===== src/include/led_cfg_pkg.sv =====
// Operation
// - Config bit 7 set clears the supply-low flag at each movie or picture end.
// - Config bit 6 clear lets supply-low update status and raise the pin normally.
// - Config bit 6 set drives the pin from the supply-low flag; status still updates.
// - Config bit 5 set disables LEDs found open; clear keeps them enabled.
// - Config bit 3 set makes the device answer the shared address 0111111.
// - Layout field 000 is invalid and the reset value; 001..110 pick layouts 1..6.
// - Layout and dot correction lock on first data-section write until reset.
// - Mask bit 7 raises the pin when the target frame has been displayed.
// - Mask bit 6 raises the pin on a bus watchdog event, else never.
// - Mask bit 5 raises the pin while power-on reset is active; mask resets 0x20.
// - Mask bit 4 raises the pin when the overtemperature limit is reached.
// - Mask bit 3 raises the pin while the supply-low flag is set.
// - Mask bit 2 raises the pin when the LED open test reports an error.
// - Mask bit 1 raises the pin when the LED short test reports an error.
// - Mask bit 0 raises the pin when a movie finishes.
// - Frame event fires on the last display of the target frame; target resets 111111.
package led_cfg_pkg;

  // ----------------------------------------------------------------
  // Register map
  // ----------------------------------------------------------------
  localparam logic [7:0] CFG_OFFSET    = 8'h06;
  localparam logic [7:0] MASK_OFFSET   = 8'h07;
  localparam logic [7:0] TFRAME_OFFSET = 8'h08;

  localparam logic [7:0] CFG_RESET     = 8'h00;
  localparam logic [7:0] MASK_RESET    = 8'h20;
  localparam logic [5:0] TFRAME_RESET  = 6'h3F;

  // ----------------------------------------------------------------
  // Field positions (mask bits double as status bit positions)
  // ----------------------------------------------------------------
  localparam int BIT_FRAME   = 7;
  localparam int BIT_WDOG    = 6;
  localparam int BIT_POR     = 5;
  localparam int BIT_THERMAL = 4;
  localparam int BIT_SUPPLY  = 3;
  localparam int BIT_OPEN    = 2;
  localparam int BIT_SHORT   = 1;
  localparam int BIT_MOVIE   = 0;

  localparam logic [2:0] LAYOUT_INVALID = 3'h0;
  localparam logic [2:0] LAYOUT_FIRST   = 3'h1;
  localparam logic [2:0] LAYOUT_LAST    = 3'h6;
  localparam logic [6:0] SHARED_ADDR    = 7'h3F;

  // Configuration register image, bit 7 down to bit 0
  typedef struct packed {
    logic       autoclr;
    logic       sup_to_pin;
    logic       open_dis;
    logic       dot_corr;
    logic       shared_addr;
    logic [2:0] layout;
  } cfg_t;

  // Events and levels from the scan engine, player, tests and monitors
  typedef struct packed {
    logic       frame_shown;
    logic [5:0] frame_num;
    logic       last_loop;
    logic       movie_end;
    logic       pic_end;
    logic       wdog_fire;
    logic       por_active;
    logic       overtemp;
    logic       supply_low;
    logic       open_err;
    logic       short_err;
  } evt_t;

endpackage


===== src/core/status_bits.sv =====
`timescale 1ns/10ps
module status_bits
  import led_cfg_pkg::*;
#(
  parameter int W = 8
) (
  input  wire logic         clk,    // System clock
  input  wire logic         nrst,   // Async reset, active low
  input  wire logic [W-1:0] set,    // Event per bit
  input  wire logic [W-1:0] clr,    // Clear per bit
  output logic      [W-1:0] q       // Sticky bits
);

  // ----------------------------------------------------------------
  // Sticky bits, one flop each
  // ----------------------------------------------------------------
  // Set wins over clear so an event in the clearing cycle is kept
  for (genvar i = 0; i < W; i++) begin : g_bit
    always_ff @(posedge clk or negedge nrst) begin
      if (!nrst) begin
        q[i] <= 1'b0;
      end else if (set[i]) begin
        q[i] <= 1'b1;
      end else if (clr[i]) begin
        q[i] <= 1'b0;
      end
    end
  end

endmodule


===== src/core/frame_tracker.sv =====
`timescale 1ns/10ps
module frame_tracker
  import led_cfg_pkg::*;
(
  input  wire logic       clk,          // System clock
  input  wire logic       nrst,         // Async reset, active low
  input  wire logic       frame_shown,  // Pulse, a frame finished display
  input  wire logic [5:0] frame_num,    // Number of that frame
  input  wire logic       last_loop,    // Player is in its final loop
  input  wire logic [5:0] target,       // Interrupt target frame
  output logic            hit           // Pulse, target shown last time
);

  // ----------------------------------------------------------------
  // Last-display detect
  // ----------------------------------------------------------------
  // Earlier loops show the same frame too; only the final one counts
  always_ff @(posedge clk or negedge nrst) begin
    if (!nrst) begin
      hit <= 1'b0;
    end else begin
      hit <= frame_shown && last_loop && (frame_num == target);
    end
  end

endmodule


===== src/core/led_cfg_regs.sv =====
`timescale 1ns/10ps
module led_cfg_regs
  import led_cfg_pkg::*;
(
  input  wire logic       CLK,             // System clock, 100 MHz
  input  wire logic       NRST,            // Async reset, active low
  // Register port from the serial bus front end
  input  wire logic [7:0] REG_ADDR,        // Register offset
  input  wire logic [7:0] REG_WDATA,       // Write data
  input  wire logic       REG_WE,          // Write strobe
  input  wire logic       REG_RE,          // Read strobe
  output logic      [7:0] REG_RDATA,       // Read data, one cycle after strobe
  input  wire logic       DATA_WR,         // Write into on/off, PWM or DC data
  // Bus address matching
  input  wire logic [6:0] BUS_ADDR,        // Address seen on the bus
  input  wire logic       ADDR_VALID,      // Pulse, address phase done
  input  wire logic [6:0] DEV_ADDR,        // Own device address
  output logic            ADDR_MATCH,      // Pulse, address is ours
  // Events
  input  evt_t            EVENTS,          // Event and level sources
  input  wire logic [7:0] STATUS_CLR,      // Clear of status bits
  output logic      [7:0] STATUS,          // Sticky interrupt status
  output logic            SUPPLY_LOW_FLAG, // Supply-low flag
  output logic            IRQ_REQ,         // Interrupt pin request, high active
  // LED open handling
  input  wire logic       OPEN_FOUND,      // Pulse, open LED found
  input  wire logic [7:0] OPEN_IDX,        // Index of that LED
  output logic            LED_DISABLE,     // Pulse, disable that LED
  output logic      [7:0] LED_DISABLE_IDX, // LED to disable
  // Configuration to the rest of the device
  output logic      [2:0] MEM_LAYOUT,      // Memory layout select
  output logic            LAYOUT_VALID,    // Layout in 1..6
  output logic            DOT_CORR_EN,     // Analog dot correction on
  output logic            CFG_LOCKED       // Layout and dot correction locked
);

  // ----------------------------------------------------------------
  // State
  // ----------------------------------------------------------------
  cfg_t       cfg_q;
  logic [7:0] mask_q;
  logic [5:0] tframe_q;
  logic       lock_q;
  logic       flag_q;
  logic [7:0] src;
  logic [7:0] status_q;
  logic       frame_hit;
  logic       end_of_show;
  logic       wr_cfg;
  logic       wr_mask;
  logic       wr_tframe;
  cfg_t       wcfg;

  assign wr_cfg      = REG_WE && (REG_ADDR == CFG_OFFSET);
  assign wr_mask     = REG_WE && (REG_ADDR == MASK_OFFSET);
  assign wr_tframe   = REG_WE && (REG_ADDR == TFRAME_OFFSET);
  assign wcfg        = cfg_t'(REG_WDATA);
  assign end_of_show = EVENTS.movie_end || EVENTS.pic_end;

  // ----------------------------------------------------------------
  // Configuration register
  // ----------------------------------------------------------------
  // Locked fields keep their value; the rest of the byte still writes
  always_ff @(posedge CLK or negedge NRST) begin
    if (!NRST) begin
      cfg_q <= cfg_t'(CFG_RESET);
    end else if (wr_cfg) begin
      cfg_q.autoclr     <= wcfg.autoclr;
      cfg_q.sup_to_pin  <= wcfg.sup_to_pin;
      cfg_q.open_dis    <= wcfg.open_dis;
      cfg_q.shared_addr <= wcfg.shared_addr;
      if (!lock_q) begin
        cfg_q.dot_corr <= wcfg.dot_corr;
        cfg_q.layout   <= wcfg.layout;
      end
    end
  end

  // Lock is only released by reset, never by software
  always_ff @(posedge CLK or negedge NRST) begin
    if (!NRST) begin
      lock_q <= 1'b0;
    end else if (DATA_WR) begin
      lock_q <= 1'b1;
    end
  end

  // ----------------------------------------------------------------
  // Mask and target frame registers
  // ----------------------------------------------------------------
  always_ff @(posedge CLK or negedge NRST) begin
    if (!NRST) begin
      mask_q <= MASK_RESET;
    end else if (wr_mask) begin
      mask_q <= REG_WDATA;
    end
  end

  // Upper two bits are not stored and read back as zero
  always_ff @(posedge CLK or negedge NRST) begin
    if (!NRST) begin
      tframe_q <= TFRAME_RESET;
    end else if (wr_tframe) begin
      tframe_q <= REG_WDATA[5:0];
    end
  end

  // ----------------------------------------------------------------
  // Read path
  // ----------------------------------------------------------------
  // Unmapped offsets read as zero
  always_ff @(posedge CLK or negedge NRST) begin
    if (!NRST) begin
      REG_RDATA <= 8'h00;
    end else if (REG_RE) begin
      unique case (REG_ADDR)
        CFG_OFFSET:    REG_RDATA <= cfg_q;
        MASK_OFFSET:   REG_RDATA <= mask_q;
        TFRAME_OFFSET: REG_RDATA <= {2'h0, tframe_q};
        default:       REG_RDATA <= 8'h00;
      endcase
    end
  end

  // ----------------------------------------------------------------
  // Bus address match
  // ----------------------------------------------------------------
  // Shared address lets one write reach every driver at once
  always_ff @(posedge CLK or negedge NRST) begin
    if (!NRST) begin
      ADDR_MATCH <= 1'b0;
    end else begin
      ADDR_MATCH <= ADDR_VALID && ((BUS_ADDR == DEV_ADDR) ||
                    (cfg_q.shared_addr && (BUS_ADDR == SHARED_ADDR)));
    end
  end

  // ----------------------------------------------------------------
  // Supply-low flag
  // ----------------------------------------------------------------
  // A new detection wins over the end-of-show clear
  always_ff @(posedge CLK or negedge NRST) begin
    if (!NRST) begin
      flag_q <= 1'b0;
    end else if (EVENTS.supply_low) begin
      flag_q <= 1'b1;
    end else if (end_of_show && cfg_q.autoclr) begin
      flag_q <= 1'b0;
    end
  end

  // ----------------------------------------------------------------
  // Event sources and status
  // ----------------------------------------------------------------
  frame_tracker u_frame (
    .clk         (CLK),
    .nrst        (NRST),
    .frame_shown (EVENTS.frame_shown),
    .frame_num   (EVENTS.frame_num),
    .last_loop   (EVENTS.last_loop),
    .target      (tframe_q),
    .hit         (frame_hit)
  );

  // Status records every source whatever the mask says
  always_comb begin
    src              = 8'h00;
    src[BIT_FRAME]   = frame_hit;
    src[BIT_WDOG]    = EVENTS.wdog_fire;
    src[BIT_POR]     = EVENTS.por_active;
    src[BIT_THERMAL] = EVENTS.overtemp;
    src[BIT_SUPPLY]  = flag_q;
    src[BIT_OPEN]    = EVENTS.open_err;
    src[BIT_SHORT]   = EVENTS.short_err;
    src[BIT_MOVIE]   = EVENTS.movie_end;
  end

  status_bits #(
    .W (8)
  ) u_status (
    .clk  (CLK),
    .nrst (NRST),
    .set  (src),
    .clr  (STATUS_CLR),
    .q    (status_q)
  );

  // ----------------------------------------------------------------
  // Interrupt pin
  // ----------------------------------------------------------------
  // In supply-pin mode the pin serves an external converter, so the
  // masked OR is ignored; status keeps recording all the same
  always_ff @(posedge CLK or negedge NRST) begin
    if (!NRST) begin
      IRQ_REQ <= 1'b0;
    end else if (cfg_q.sup_to_pin) begin
      IRQ_REQ <= flag_q;
    end else begin
      IRQ_REQ <= |(status_q & mask_q);
    end
  end

  // ----------------------------------------------------------------
  // LED open handling
  // ----------------------------------------------------------------
  always_ff @(posedge CLK or negedge NRST) begin
    if (!NRST) begin
      LED_DISABLE     <= 1'b0;
      LED_DISABLE_IDX <= 8'h00;
    end else begin
      LED_DISABLE <= OPEN_FOUND && cfg_q.open_dis;
      if (OPEN_FOUND) begin
        LED_DISABLE_IDX <= OPEN_IDX;
      end
    end
  end

  // ----------------------------------------------------------------
  // Registered outputs
  // ----------------------------------------------------------------
  always_ff @(posedge CLK or negedge NRST) begin
    if (!NRST) begin
      MEM_LAYOUT      <= LAYOUT_INVALID;
      LAYOUT_VALID    <= 1'b0;
      DOT_CORR_EN     <= 1'b0;
      CFG_LOCKED      <= 1'b0;
      SUPPLY_LOW_FLAG <= 1'b0;
      STATUS          <= 8'h00;
    end else begin
      MEM_LAYOUT      <= cfg_q.layout;
      LAYOUT_VALID    <= (cfg_q.layout >= LAYOUT_FIRST) &&
                         (cfg_q.layout <= LAYOUT_LAST);
      DOT_CORR_EN     <= cfg_q.dot_corr;
      CFG_LOCKED      <= lock_q;
      SUPPLY_LOW_FLAG <= flag_q;
      STATUS          <= status_q;
    end
  end
endmodule


===== config.mk =====
export PLATFORM = sky130hd
export DESIGN_NAME = led_cfg_regs
export DESIGN_NICKNAME = d
export VERILOG_FILES = /design/src/include/led_cfg_pkg.sv /design/src/core/status_bits.sv /design/src/core/frame_tracker.sv /design/src/core/led_cfg_regs.sv
export SDC_FILE = /design/constraint.sdc
export NUM_CORES = 1
export LEC_CHECK = 0
export BUFFER_PORTS_ARGS = -buffer_cell sky130_fd_sc_hd__buf_4
export CAP_MARGIN = 30
export CELL_PAD_IN_SITES_DETAIL_PLACEMENT = 0
export CELL_PAD_IN_SITES_GLOBAL_PLACEMENT = 2
export CORE_UTILIZATION = 33
export DETAILED_ROUTE_END_ITERATION = 7
export GPL_TIMING_DRIVEN = 0
export PLACE_DENSITY = 0.86
export SLEW_MARGIN = 20
export SYNTH_ARGS = -nofsm -noshare
export SYNTH_HDL_FRONTEND = slang
export SYNTH_SLANG_ARGS = --single-unit
export TNS_END_PERCENT = 100

===== constraint.sdc =====
create_clock -name CLK -period 3 [get_ports CLK]
set_clock_uncertainty 0.2 [all_clocks]
set_input_delay 0.15 -clock CLK [delete_from_list [all_inputs] [get_ports CLK]]
set_output_delay 0.15 -clock CLK [all_outputs]
set_load 0.1 [all_outputs]

==> metrics.csv <==
stage,metric,value,unit
synth,Mapped Cells,197,
placed_design,DP HPWL,4487,um
critical_path,"Req. time, crit path",3.07,ns
clocking,CTS tree,done,
synth,main combinational cell family by area after synthesis,multiplexers,
sta,Fin Hold WS,0.04461,ns
critical_path,crit end category,flop,
detailed_routing,via/cell ratio,4.673,
clocking,clk sink count,67,
sta,setup TNS,0,ns
floorplanning,Rows,32,
finish,layout cells sized above 1,44.92,%
sta,RSZ-0062 raised after global routing,false,
clocking,"Hold-fix buffers, CTS",42,
grt,largest net degree at the start of global routing,68,
critical_path,reg2reg start,cfg_q[3]$_DFFE_PN0P_,
synth,"Distinct cells, synth",36,
critical_path,Critical R2R Capture,ADDR_MATCH$_DFF_PN0_,
finish,Multi-input gate area,950.9,um^2
synth,xor/xnor share of the synthesized area,4.205,%
sta,Max-Slew Margin vs Limit,43.60,%
clocking,total CTS buffers,9,
synth,mux contribution to synthesized area,14.05,%
power,P_leak,1.974,nW
min_path,Hold Path Sink,REG_RDATA[7]$_DFFE_PN0P_,
placed_design,placed instance area,3578,um^2
synth,#FFs+latches synth,67,
critical_path,R2R setup slack,0.69,ns
synth,Post-Synthesis Net Count,266,
finish,sequential cell area,1685,um^2
detailed_routing,final wirelength,6558,um
sta,Final Hold Fails,0,
grt,"Remaining Overflow, GRT",0,
synth,Synth Area in Compound Gates,8.179,%
grt,GRT Total Usage,16.22,%
critical_path,Setup crit start kind,input pin,
synth,yosys warns,0,
clocking,clk buf depth,2,
run,max_cap viols,0,
detailed_routing,DRC,0,
clocking,H-tree depth,3,
sta,worst-margin pin slew,0.8460,ns
critical_path,Worst Path Arrival,2.53,ns
critical_path,worst-case reg-to-reg path depth,5,
finish,Filler cells,709,
floorplanning,Starting Density,34.50,%
synth,Synth Cell Area,2708,um^2
grt,wire length of the first global-routing pass,10430,um
power,worst vdd ir,0.1978,mV
clocking,CTS root buffer,clkbuf_8,
min_path,Hold Crit Depth,2,
finish,nets,418,
clocking,"Reg clk slew, reported paths",0.07,ns
placed_design,global placement routability congestion,0.7778,
synth,post-synthesis adder-cell area fraction,0,%
detailed_routing,Via Count,2131,
floorplanning,Die X,92.58,um
synth,Syn Area/Cell,13.74,um^2
finish,area grow syn2layout,54.53,%
grt,vias in the first global route,2110,
finish,Final Instance Area,4184,um^2
min_path,Hold Startpoint,REG_RE,
detailed_routing,WL/cell,14.38,um
floorplanning,CORE AREA,7848,um^2
clocking,"Setup Fix Bufs, Post-CTS",0,
synth,"Seq/Total Area, Yosys",62.25,%
floorplanning,Die ar.,8571,um^2
sta,number of endpoints failing setup at the final stage,0,
detailed_routing,Routed Antenna Nets,0,
grt,antenna violations before repair,0,
sta,fin crit share,81.89,%
sta,max-slew violation count,0,
synth,Simple-Gate Fraction of Synth Area,8.688,%
detailed_routing,1st-iter DRT viols,81,
min_path,Worst Hold Class,in -> reg,
clocking,Clock Latency Late Sink,0.33,ns
sta,fin crit period,2.457,ns
sta,Max Fclk,0.4070,GHz
placed_design,port bufs,99,
outcome,outcome,finished clean,
critical_path,Setup Crit Path Kind,in -> reg,
power,Pwr Density,500.0,nW/um^2
floorplanning,Die Ht,92.58,um
critical_path,critical-path maximum fanout,2,
clocking,# resized after CTS,0,
detailed_routing,drt pass-1 iters,4,
floorplanning,IO Count,103,
finish,ANT cells,0,
## cells in the mapped netlist, drive strengths merged
cell type / instances / share of area, %
and4b: 1 / 0.37
nand4: 4 / 0.92
a32oi: 1 / 0.32
a22oi: 9 / 2.5
and3: 1 / 0.23
o21ai: 2 / 0.37
buf: 1 / 0.18
or4: 1 / 0.28
xor2: 2 / 0.65
nand2b: 5 / 1.2
and3b: 1 / 0.32
nand4b: 1 / 0.32
nor4: 2 / 1.0
dfrtp: 60 / 55
nand2: 6 / 0.83
xnor2: 11 / 3.6
o221ai: 5 / 1.6
nor2b: 1 / 0.23
dfstp: 7 / 6.8
nand3b: 1 / 0.28
mux2i: 2 / 0.74
nand3: 7 / 1.5
inv: 13 / 1.8
a21o: 9 / 2.5
and2: 1 / 0.23
nor2: 1 / 0.14
nor3b: 1 / 0.46
o32ai: 2 / 0.65
clkbuf: 4 / 0.65
or2: 1 / 0.23
nor3: 1 / 0.18
mux2: 32 / 13
o22ai: 1 / 0.23
## flip-flops by register name (all words and copies together), names as in the netlist
| name | flops |
|---|---|
| u_status.q | 8 |
| cfg_q | 8 |
| MEM_LAYOUT | 3 |
| STATUS | 8 |
| mask_q | 8 |
| u_frame.hit | 1 |
| LAYOUT_VALID | 1 |
| REG_RDATA | 8 |
| DOT_CORR_EN | 1 |
| ADDR_MATCH | 1 |
| flag_q | 1 |
| lock_q | 1 |
| tframe_q | 6 |
| LED_DISABLE_IDX | 8 |
| LED_DISABLE | 1 |
| CFG_LOCKED | 1 |
| IRQ_REQ | 1 |
| SUPPLY_LOW_FLAG | 1 |
## where the power goes
part / total (mW) / switching, mW / internal, mW
Sequential: 0.970 / 0.0239 / 0.946
Combinational: 0.407 / 0.245 / 0.162
Clock: 0.715 / 0.333 / 0.382
## per-layer routing
layer  track usage (%)  wire length, um  vias to the layer above
met5                 0                0                        -
met3             3.777              335                       11
li1                  -                -                     1008
met2             26.48             3182                       64
met1             20.62             2920                     1048
met4             6.771              120                        0
## layout by cell type (no fill, tap or decap), types with 3 or more instances in the layout
master and n:
a21o_1 9, dfrtp_1 60, clkinv_2 3, xnor2_1 11, mux2_2 32, nand2_1 6, buf_4 99, dfstp_2 7
a22oi_1 9, dlygate4sd3_1 42, clkbuf_1 4, clkbuf_8 9, nand2b_1 5, nand4_1 4, nand3_1 6, inv_1 13
o221ai_1 5
## layout make-up
cell class                 instances  share of cell area [%]
buffer                             5                  0.5383
clock buffer                      11                   3.140
clock inverter                     5                   1.286
inverter                          13                   1.166
multi-input combinational        112                   22.73
sequential                        67                   40.28
tap                              102                   3.050
timing repair buffer             141                   27.81
## critical path, cell delays in order
cell and delay, ns:
dlygate4sd3_1 0.54, buf_4 0.14, or4_1 0.49, dlygate4sd3_1 0.56
o21ai_0 0.08, dlygate4sd3_1 0.56
## worst max-delay path by stage
stage	start	endpoint	slack (ns)
3_3_place_gp	REG_ADDR[1]	tframe_q[0]$_DFFE_PN1P_	1.18
5_1_grt	BUS_ADDR[6]	ADDR_MATCH$_DFF_PN0_	0.50
2_1_floorplan	LED_DISABLE_IDX[0]$_DFFE_PN0P_	LED_DISABLE_IDX[0]$_DFFE_PN0P_	1.54
3_5_place_dp	REG_ADDR[1]	tframe_q[2]$_DFFE_PN1P_	1.16
4_1_cts	BUS_ADDR[6]	ADDR_MATCH$_DFF_PN0_	0.55
6_report	BUS_ADDR[6]	ADDR_MATCH$_DFF_PN0_	0.54
## logic make-up after synthesis
group	Yosys count
buffers and inverters	18
XOR/XNOR	13
flip-flops	67
AO/OA/AOI/OAI	29
multiplexers	34
AND/OR/NAND/NOR	36
## through the flow
step | cells | util [%] | total power [mW] | worst slack (ns)
after floorplan | 197 | - | 1.207 | 1.544
after global placement | 398 | 45.60 | 1.352 | 1.182
after detailed placement | 398 | 45.60 | 1.355 | 1.157
after CTS | 456 | 53.32 | 2.112 | 0.5519
after global routing | 456 | 53.32 | 2.185 | 0.4970
final | 456 | 53.32 | 2.092 | 0.5433
(Power assumes the default switching activity.)
